$ cat config.mk
export PLATFORM = sky130hd
export DESIGN_NAME = art_timer
export DESIGN_NICKNAME = d
export VERILOG_FILES = /design/src/logic/art_pkg.sv /design/src/logic/art_timer.sv
export VERILOG_INCLUDE_DIRS = /design/src /design/src/logic
export SDC_FILE = /design/constraint.sdc
export NUM_CORES = 1
export LEC_CHECK = 0
export BUFFER_PORTS_ARGS = -buffer_cell sky130_fd_sc_hd__buf_2
export CAP_MARGIN = 20
export CORE_ASPECT_RATIO = 1.75
export CORE_MARGIN = 2
export CORE_UTILIZATION = 55
export DETAILED_ROUTE_END_ITERATION = 7
export HOLD_SLACK_MARGIN = 0.05
export PLACE_DENSITY = 0.89
export SYNTH_ARGS = -nofsm -noshare
export SYNTH_HDL_FRONTEND = slang
export SYNTH_SLANG_ARGS = --single-unit
$ cat constraint.sdc
create_clock -name sys_clk -period 4.8 [get_ports sys_clk]
set_input_delay 0.96 -clock sys_clk [delete_from_list [all_inputs] [get_ports sys_clk]]
set_output_delay 0.96 -clock sys_clk [all_outputs]
set_load 0.005 [all_outputs]
$ cat src/logic/art_params.svh
// Purpose: Register indices, field positions and fixed values of the capture timer
// Assumes: Included by the timer module and the bench
// Notes: Byte address of a register is four times its index
`ifndef ART_PARAMS_SVH
`define ART_PARAMS_SVH

// ==========================================================================
// Register indices
`define ART_IDX_CAPCTL 8'hE1
`define ART_IDX_CAPCTL2 8'hE2
`define ART_IDX_MAIN 8'hE8
`define ART_IDX_RELOAD_CAPTURE_VALUE 8'hE9
`define ART_IDX_CAPV 8'hEB
`define ART_IDX_COUNT 8'hF0

// ==========================================================================
// Field positions of timer_main_control
`define ART_MAIN_PSC_HI 7
`define ART_MAIN_PSC_LO 6
`define ART_MAIN_RELOAD 5
`define ART_MAIN_RUN 4
`define ART_MAIN_OVF_IE 3
`define ART_MAIN_OVF_FLG 2
`define ART_MAIN_OVF_MD 1

// ==========================================================================
// Field positions of capture_status_control
`define ART_CAP_ERR1 6
`define ART_CAP_ERR2 5
`define ART_CAP_IE1 4
`define ART_CAP_FLG1 3
`define ART_CAP_POL1 2
`define ART_CAP_SEL_HI 1
`define ART_CAP_SEL_LO 0

// ==========================================================================
// Field positions of the second capture control register
`define ART_CAP2_POL2 7
`define ART_CAP2_IE2 6
`define ART_CAP2_FLG2 5
`define ART_CAP2_CMP_IE 4
`define ART_CAP2_CMP_FLG 3
`define ART_CAP2_ZERO_IE 2
`define ART_CAP2_ZERO_FLG 1

// ==========================================================================
// Reset values and constants
`define ART_RST_WORD 16'h0000
`define ART_ALL_ONES 16'hFFFF
`define ART_PSC_TC1 4'h0
`define ART_PSC_TC4 4'h3
`define ART_PSC_TC16 4'hF

`endif

$ cat src/logic/art_pkg.sv
// Purpose: Types shared by the capture timer and its bench
// Assumes: Nothing
// Notes: Whole module state lives in one packed struct
package art_pkg;

  // ========================================================================
  // Bus handshake phase
  typedef enum logic [0:0] {
    ART_BUS_IDLE = 1'b0,
    ART_BUS_ACK = 1'b1
  } art_bus_e;

  // ========================================================================
  // Reload source select of capture_status_control
  typedef enum logic [1:0] {
    ART_SEL_SW = 2'h0,
    ART_SEL_IN1 = 2'h1,
    ART_SEL_IN2 = 2'h2,
    ART_SEL_OFF = 2'h3
  } art_rsel_e;

  // ========================================================================
  // Avalon-MM request from the master
  typedef struct packed {
    logic [9:0] address;
    logic read;
    logic write;
    logic [31:0] writedata;
    logic [3:0] byteenable;
  } art_avs_req_s;

  // ========================================================================
  // Complete module state
  typedef struct packed {
    art_bus_e phase;
    logic [31:0] rdata;
    logic [1:0] psc;
    logic reload;
    logic run;
    logic ovf_ie;
    logic ovf_flag;
    logic ovf_mode;
    logic err1;
    logic err2;
    logic ie1;
    logic flag1;
    logic pol1;
    art_rsel_e sel;
    logic pol2;
    logic ie2;
    logic flag2;
    logic cmp_ie;
    logic cmp_flag;
    logic zero_ie;
    logic zero_flag;
    logic [15:0] reload_capture_value;
    logic [15:0] capv;
    logic [15:0] cnt;
    logic [3:0] pre;
    logic in1_prev;
    logic in2_prev;
    logic ovf_pin;
  } art_state_s;

endpackage

$ cat src/logic/art_timer.sv
// Purpose: Auto-reload down counter with restart modes and dual capture
// Assumes: Capture inputs synchronous to sys_clk; Avalon-MM slave, one wait state
// Notes: Compare and masked-zero events come from the signal generation part
//
// Chosen here: the Avalon-MM interface to the registers.
`timescale 1ns/10ps
`include "art_params.svh"

module art_timer (
  input wire logic sys_clk,
  input wire logic arst_n,
  input wire art_pkg::art_avs_req_s avs_req,
  output logic [31:0] avs_readdata,
  output logic avs_waitrequest,
  input wire logic first_capture_input,
  input wire logic second_capture_input,
  input wire logic compare_match_event,
  input wire logic masked_zero_event,
  output logic overflow_output_pin,
  output logic timer_irq
);

  // ========================================================================
  // Decode helpers
  function automatic logic art_hit(input logic [9:0] addr, input logic [7:0] idx);
    art_hit = (addr[9:2] == idx) && (addr[1:0] == 2'h0);
  endfunction

  // Read multiplexer; unmapped addresses and reserved bits read zero
  function automatic logic [31:0] art_rd(input art_pkg::art_state_s s,
                                         input logic [9:0] addr);
    logic [31:0] d;
    d = 32'h0000_0000;
    if (art_hit(addr, `ART_IDX_MAIN)) begin
      d[7:0] = {s.psc, s.reload, s.run, s.ovf_ie, s.ovf_flag, s.ovf_mode, 1'b0};
    end else if (art_hit(addr, `ART_IDX_CAPCTL)) begin
      d[7:0] = {1'b0, s.err1, s.err2, s.ie1, s.flag1, s.pol1, s.sel};
    end else if (art_hit(addr, `ART_IDX_CAPCTL2)) begin
      d[7:0] = {s.pol2, s.ie2, s.flag2, s.cmp_ie, s.cmp_flag, s.zero_ie, s.zero_flag, 1'b0};
    end else if (art_hit(addr, `ART_IDX_RELOAD_CAPTURE_VALUE)) begin
      d[15:0] = s.reload_capture_value;
    end else if (art_hit(addr, `ART_IDX_CAPV)) begin
      d[15:0] = s.capv;
    end else if (art_hit(addr, `ART_IDX_COUNT)) begin
      d[15:0] = s.cnt;
    end
    art_rd = d;
  endfunction

  art_pkg::art_state_s state_ff;
  art_pkg::art_state_s nxt_state;
  logic req;
  logic wr_en;
  logic wr_main;
  logic wr_cap;
  logic wr_cap2;
  logic wr_reload_capture_value;
  logic [7:0] wd;
  logic rel_on;
  logic tick;
  logic ovf_evt;
  logic edge1;
  logic edge2;
  logic sw_start;
  logic [3:0] psc_tc;

  // ========================================================================
  // Next-state logic
  always_comb begin
    nxt_state = state_ff;
    req = avs_req.read | avs_req.write;
    wr_en = avs_req.write && (state_ff.phase == art_pkg::ART_BUS_ACK) &&
            avs_req.byteenable[0];
    wr_main = wr_en && art_hit(avs_req.address, `ART_IDX_MAIN);
    wr_cap = wr_en && art_hit(avs_req.address, `ART_IDX_CAPCTL);
    wr_cap2 = wr_en && art_hit(avs_req.address, `ART_IDX_CAPCTL2);
    wr_reload_capture_value = avs_req.write && (state_ff.phase == art_pkg::ART_BUS_ACK) &&
              art_hit(avs_req.address, `ART_IDX_RELOAD_CAPTURE_VALUE);
    wd = avs_req.writedata[7:0];
    rel_on = state_ff.reload && (state_ff.sel != art_pkg::ART_SEL_OFF);
    tick = 1'b0;
    ovf_evt = 1'b0;
    psc_tc = `ART_PSC_TC1;

    // Bus handshake: one wait state, read data latched in the first cycle
    case (state_ff.phase)
      art_pkg::ART_BUS_IDLE: begin
        if (req) begin
          nxt_state.phase = art_pkg::ART_BUS_ACK;
          nxt_state.rdata = art_rd(state_ff, avs_req.address);
        end
      end
      default: begin
        nxt_state.phase = art_pkg::ART_BUS_IDLE;
      end
    endcase

    // Active edges, only while the run bit enables the input stages
    nxt_state.in1_prev = first_capture_input;
    nxt_state.in2_prev = second_capture_input;
    edge1 = state_ff.run && (state_ff.pol1 ? (first_capture_input && !state_ff.in1_prev) :
            (!first_capture_input && state_ff.in1_prev));
    edge2 = state_ff.run && (state_ff.pol2 ? (second_capture_input && !state_ff.in2_prev) :
            (!second_capture_input && state_ff.in2_prev));

    // Software start: run bit rising while software reload is selected
    sw_start = wr_main && wd[`ART_MAIN_RUN] && !state_ff.run && rel_on &&
               (state_ff.sel == art_pkg::ART_SEL_SW);

    // Control field writes
    if (wr_main) begin
      nxt_state.psc = {wd[`ART_MAIN_PSC_HI], wd[`ART_MAIN_PSC_LO]};
      nxt_state.reload = wd[`ART_MAIN_RELOAD];
      nxt_state.run = wd[`ART_MAIN_RUN];
      nxt_state.ovf_ie = wd[`ART_MAIN_OVF_IE];
      nxt_state.ovf_mode = wd[`ART_MAIN_OVF_MD];
      if (!wd[`ART_MAIN_OVF_FLG]) begin
        nxt_state.ovf_flag = 1'b0;
      end
    end
    if (wr_cap) begin
      nxt_state.ie1 = wd[`ART_CAP_IE1];
      nxt_state.pol1 = wd[`ART_CAP_POL1];
      nxt_state.sel = art_pkg::art_rsel_e'({wd[`ART_CAP_SEL_HI], wd[`ART_CAP_SEL_LO]});
      if (!wd[`ART_CAP_ERR1]) begin
        nxt_state.err1 = 1'b0;
      end
      if (!wd[`ART_CAP_ERR2]) begin
        nxt_state.err2 = 1'b0;
      end
      if (!wd[`ART_CAP_FLG1]) begin
        nxt_state.flag1 = 1'b0;
      end
    end
    if (wr_cap2) begin
      nxt_state.pol2 = wd[`ART_CAP2_POL2];
      nxt_state.ie2 = wd[`ART_CAP2_IE2];
      nxt_state.cmp_ie = wd[`ART_CAP2_CMP_IE];
      nxt_state.zero_ie = wd[`ART_CAP2_ZERO_IE];
      if (!wd[`ART_CAP2_FLG2]) begin
        nxt_state.flag2 = 1'b0;
      end
      if (!wd[`ART_CAP2_CMP_FLG]) begin
        nxt_state.cmp_flag = 1'b0;
      end
      if (!wd[`ART_CAP2_ZERO_FLG]) begin
        nxt_state.zero_flag = 1'b0;
      end
    end
    // Reload value is writable only while reloads are enabled
    if (wr_reload_capture_value && state_ff.reload) begin
      if (avs_req.byteenable[0]) begin
        nxt_state.reload_capture_value[7:0] = avs_req.writedata[7:0];
      end
      if (avs_req.byteenable[1]) begin
        nxt_state.reload_capture_value[15:8] = avs_req.writedata[15:8];
      end
    end

    // Prescaler: stopped and cleared when disabled or not running
    case (state_ff.psc)
      2'h2: psc_tc = `ART_PSC_TC4;
      2'h3: psc_tc = `ART_PSC_TC16;
      default: psc_tc = `ART_PSC_TC1;
    endcase
    if (!state_ff.run || (state_ff.psc == 2'h0)) begin
      nxt_state.pre = 4'h0;
    end else if (state_ff.pre >= psc_tc) begin
      nxt_state.pre = 4'h0;
      tick = 1'b1;
    end else begin
      nxt_state.pre = state_ff.pre + 4'h1;
    end

    // Down counter
    if (!state_ff.run) begin
      nxt_state.cnt = sw_start ? state_ff.reload_capture_value : `ART_RST_WORD;
    end else if (tick) begin
      if (state_ff.cnt == `ART_RST_WORD) begin
        ovf_evt = 1'b1;
        nxt_state.cnt = rel_on ? state_ff.reload_capture_value : `ART_ALL_ONES;
      end else begin
        nxt_state.cnt = state_ff.cnt - 16'h0001;
      end
    end

    // First input: reload, flag, overrun or free-run capture
    if (edge1 && rel_on && (state_ff.sel == art_pkg::ART_SEL_IN1)) begin
      nxt_state.cnt = state_ff.reload_capture_value;
    end
    if (edge1 && !state_ff.err1) begin
      if (state_ff.flag1) begin
        nxt_state.err1 = 1'b1;
      end else begin
        nxt_state.flag1 = 1'b1;
        if (!state_ff.reload) begin
          nxt_state.reload_capture_value = state_ff.cnt;
        end
      end
    end

    // Second input: capture of the pre-reload count, then optional reload
    if (edge2 && !state_ff.err2) begin
      if (state_ff.flag2) begin
        nxt_state.err2 = 1'b1;
      end else begin
        nxt_state.capv = state_ff.cnt;
        nxt_state.flag2 = 1'b1;
      end
    end
    if (edge2 && rel_on && (state_ff.sel == art_pkg::ART_SEL_IN2)) begin
      nxt_state.cnt = state_ff.reload_capture_value;
    end
    if (wr_main && !wd[`ART_MAIN_RUN]) begin
      nxt_state.cnt = `ART_RST_WORD;
    end

    // Flags from the signal generation part
    if (compare_match_event) begin
      nxt_state.cmp_flag = 1'b1;
    end
    if (masked_zero_event) begin
      nxt_state.zero_flag = 1'b1;
    end

    // Overflow flag and pin; a set beats a clear in the same cycle
    if (ovf_evt) begin
      nxt_state.ovf_flag = 1'b1;
      nxt_state.ovf_pin = state_ff.ovf_mode ? !state_ff.ovf_pin : 1'b1;
    end
    if (!nxt_state.ovf_mode && !nxt_state.ovf_flag) begin
      nxt_state.ovf_pin = 1'b0;
    end
  end

  // ========================================================================
  // State register; everything clears, prescaler ends disabled
  always_ff @(posedge sys_clk or negedge arst_n) begin
    if (!arst_n) begin
      state_ff <= '0;
    end else begin
      state_ff <= nxt_state;
    end
  end

  // ========================================================================
  // Outputs
  assign avs_waitrequest = req && (state_ff.phase != art_pkg::ART_BUS_ACK);
  assign avs_readdata = state_ff.rdata;
  assign overflow_output_pin = state_ff.ovf_pin;
  assign timer_irq = (state_ff.flag1 && state_ff.ie1) ||
                     (state_ff.flag2 && state_ff.ie2) ||
                     (state_ff.ovf_flag && state_ff.ovf_ie) ||
                     (state_ff.cmp_flag && state_ff.cmp_ie) ||
                     (state_ff.zero_flag && state_ff.zero_ie);
endmodule

==> results.md <==
* Post-synth EDFFs at 0
* Syn_area_per_cell at ~9.3 sq um
* Combinational power share at about 7.1%
* Flip-flop and latch area at ~2300 sq um
* Maximum VDD drop at 0.219 mV
* Post-cts gate resize count at 0
* Reg power frac at about 49%
* Routed WL at 14,400 microns
* Max cap viols at 0
* N_diodes at 0
* Footprint of the multi-input gates at about 2700 sq um
* Initial antenna violation count at 0
* Critical path fanouts, max at 13
* WL/cell at approximately 20 microns
* Post-CTS Setup Inserts at 0
* Residual DRC at 0
* Part of the cycle the worst path needs at 67.5%
* Fmax at 0.309 GHz
* Max Slew Vio Count at 0
* CTS clk-pin slew, worst paths at approximately 70 ps
* Fin crit period at around 3200 ps
* Full die area at roughly 11,000 sq um
* Yosys reg bits at 93
* Setup crit start kind: primary input
* Layout Nets at between 600 and 700
* Most used DFF post-synth: dfrtp_1
* Pwr dens at 283 nW/um^2
* Root Driver: clkbuf_16
* Largest net degree at the start of global routing at slightly above 50
* Synth Instances at ~590
* First-pass GRT wire length at between 20,000 and 25,000 microns
* Chip width at between 70 and 80 microns
* Post-synth ARST share at 100%
* Utilization after layout at 60.4%
* Clk pwr share at 43.9%
* Seq/Total Area, Yosys at a little over two fifths
* Kind of critical path: primary input to flip-flop
* Initial Utilization at between 50% and 60%
* Arr. time, crit path at around 3500 ps
* Ys Warns at 0
* Pint at ~1.3 mW
* I/O pin count at between 80 and 90
* Net switching power at a little under 400 uW
* Post-synthesis cell area at ~5400 sq um
* Pre-antenna DRT Iters at 8
* Number of routed nets with antenna violations at 0
* Via count at roughly 4,700
* 1st-iter DRT viols at 507
* Total congestion overflow at 0
* CTS sink cnt at 93
* Worst-margin pin slew at roughly 1100 ps
* Outcome: finished, final reports clean
* Distinct cell type count after synthesis at 70
* Fin Setup TNS at 0 ps
* Setup Skew at about 5.2 ps
* CTS buffer count at 9
* Final Hold Fails at 0
* Rows at 48
* Syn-to-layout area delta at 7.83%
* Dpl hpwl at 10,800 microns
* CTS tree: done
* Required time worst endpoint at between 5000 and 6000 ps
* Max Root-Sink Buffers at 2
* HP Class: flip-flop to flip-flop
* Total power at between 1.5 and 2 mW
* H-tree levels at 3
* Vias per inst at 6.48
* Die height at about 140 microns
* CP endpoint kind: flip-flop
* WHS at 480 ps
* Rel. slew slack at roughly a quarter
* Fillers at approximately 810
* Final setup fails at 0
* Clock Latency Late Sink at about 350 ps
* Core area at slightly below 10,000 sq um
* Vias in the first global route at approximately 4,600
* Layout cells sized above 1 at 19.6%
* CTS Hold Bufs at 0
* IO buf count at 54
* Final GP Congestion at ~0.95
* Leakage power at 2.86 nW
* RSZ-0062 raised after global routing: false
* Net Sw Frac at about a quarter
* Global-route usage over all layers at 27.3%
==> state kept, by name (all words and copies together) (netlist names) <==
register	cells
avs_readdata	16
state_ff	76
overflow_output_pin	1
==> area by class of cell <==
class | count | area share [%]
clock inverters | 6 | 1.17
repair buffers | 58 | 5.28
well taps | 125 | 2.66
inverters | 12 | 0.767
flip-flops and latches | 93 | 39.6
clock buffers | 10 | 4.07
multi-input cells | 428 | 46.4
==> metal layers <==
layer | up-vias | GRT usage [%] | routed length (microns)
met5 | - | 0 | 0
met4 | 0 | 20.6 | 1170
met3 | 80 | 5.00 | 950
met2 | 278 | 47.2 | 7380
met1 | 2276 | 28.9 | 4920
li1 | 2108 | - | -
==> critical path, cell delays in order <==
cell      delay [ps]
buf_2            110
and3b_1          160
a21oi_1          330
o221ai_1         550
o21ai_0          880
nor2_1           140
a221o_1          330
==> power by group through the flow <==
| stage | logic, mW | registers [mW] | clock network (mW) |
|---|---|---|---|
| 6_report | 0.118 | 0.816 | 0.730 |
| 3_3_place_gp | 0.114 | 0.829 | 0 |
| 3_5_place_dp | 0.117 | 0.830 | 0 |
| 5_1_grt | 0.131 | 0.817 | 0.771 |
| 4_1_cts | 0.118 | 0.815 | 0.741 |
| 2_1_floorplan | 0.0811 | 0.825 | 0 |
==> layout by cell type (no fill, tap or decap), types with 5 or more instances in the layout <==
cell,instances
o21bai_1,5
o2bb2ai_1,6
nand3_1,10
nor2_1,59
a32oi_1,5
nand2_1,64
dfrtp_1,93
o22ai_1,7
buf_2,53
xnor2_1,6
inv_1,12
ha_1,7
nor4_1,5
a222oi_1,13
clkbuf_16,9
conb_1,16
mux2_2,27
mux2i_1,18
nor3_1,8
and3_1,5
o21ai_0,45
a21oi_1,36
==> worst paths after layout <==
check                                        startpoint                      endpoint  slack [ps]  cells past startpoint
max                                 first_capture_input      state_ff[19]$_DFFE_PN0P_        1560                      7
min                        avs_readdata[10]$_DFFE_PN0P_  avs_readdata[10]$_DFFE_PN0P_         480                      2
max reg2reg                    state_ff[61]$_DFFE_PN0P_      state_ff[19]$_DFFE_PN0P_        1790                      6
min reg2reg                avs_readdata[10]$_DFFE_PN0P_  avs_readdata[10]$_DFFE_PN0P_         480                      2
max in group asynchronous                        arst_n      state_ff[12]$_DFFE_PN0P_        3140                      2
min in group asynchronous                        arst_n   avs_readdata[4]$_DFFE_PN0P_         630                      1
==> stage by stage <==
stage	setup WS, ps	std cells	instance area, sq um
after CTS	1630	731	5860
final	1560	732	5870
after floorplan	2140	602	5500
after detailed placement	1270	715	5550
after global routing	1440	732	5870
after global placement	1290	715	5550
==> synthesized netlist by cell type, types with 3 or more instances <==
| library cell | instances | area share, % |
|---|---|---|
| nand2b_1 | 4 | 0.46 |
| o2bb2ai_1 | 6 | 0.96 |
| buf_4 | 33 | 4.5 |
| inv_1 | 12 | 0.83 |
| and4b_1 | 3 | 0.55 |
| a31oi_1 | 4 | 0.46 |
| a21oi_1 | 36 | 3.3 |
| dfrtp_1 | 93 | 43 |
| nor2_1 | 59 | 4.1 |
| xor2_1 | 3 | 0.48 |
| mux2i_1 | 18 | 3.3 |
| a21o_1 | 3 | 0.41 |
| nor2b_1 | 3 | 0.34 |
| clkbuf_1 | 29 | 2.0 |
| o21ai_0 | 45 | 4.1 |
| a211oi_1 | 4 | 0.55 |
| a32o_1 | 4 | 0.74 |
| nor3_1 | 8 | 0.74 |
| xnor2_1 | 6 | 0.96 |
| mux2_2 | 27 | 5.6 |
| a32oi_1 | 5 | 0.80 |
| a222oi_1 | 13 | 2.4 |
| nand3_1 | 10 | 0.92 |
| nand4_1 | 4 | 0.46 |
| o22ai_1 | 7 | 0.80 |
| nand3b_1 | 4 | 0.55 |
| or2_2 | 4 | 0.46 |
| o21bai_1 | 5 | 0.69 |
| nor4_1 | 5 | 0.57 |
| nand2_1 | 64 | 4.4 |
| ha_1 | 7 | 1.6 |
| and3_1 | 5 | 0.57 |
| buf_2 | 4 | 0.37 |
==> cell families after synthesis <==
group                    Yosys count  synth area share [%]
flip-flops                        93                  42.7
buffers and inverters             81                  8.25
other                              1                0.0689
XOR/XNOR                           9                  1.45
AND/OR/NAND/NOR                  194                  17.8
AO/OA/AOI/OAI                    157                  19.3
multiplexers                      45                  8.89
adder cells (fa/ha/maj)            7                  1.61
No activity file was read; power rests on OpenSTA's default activity.
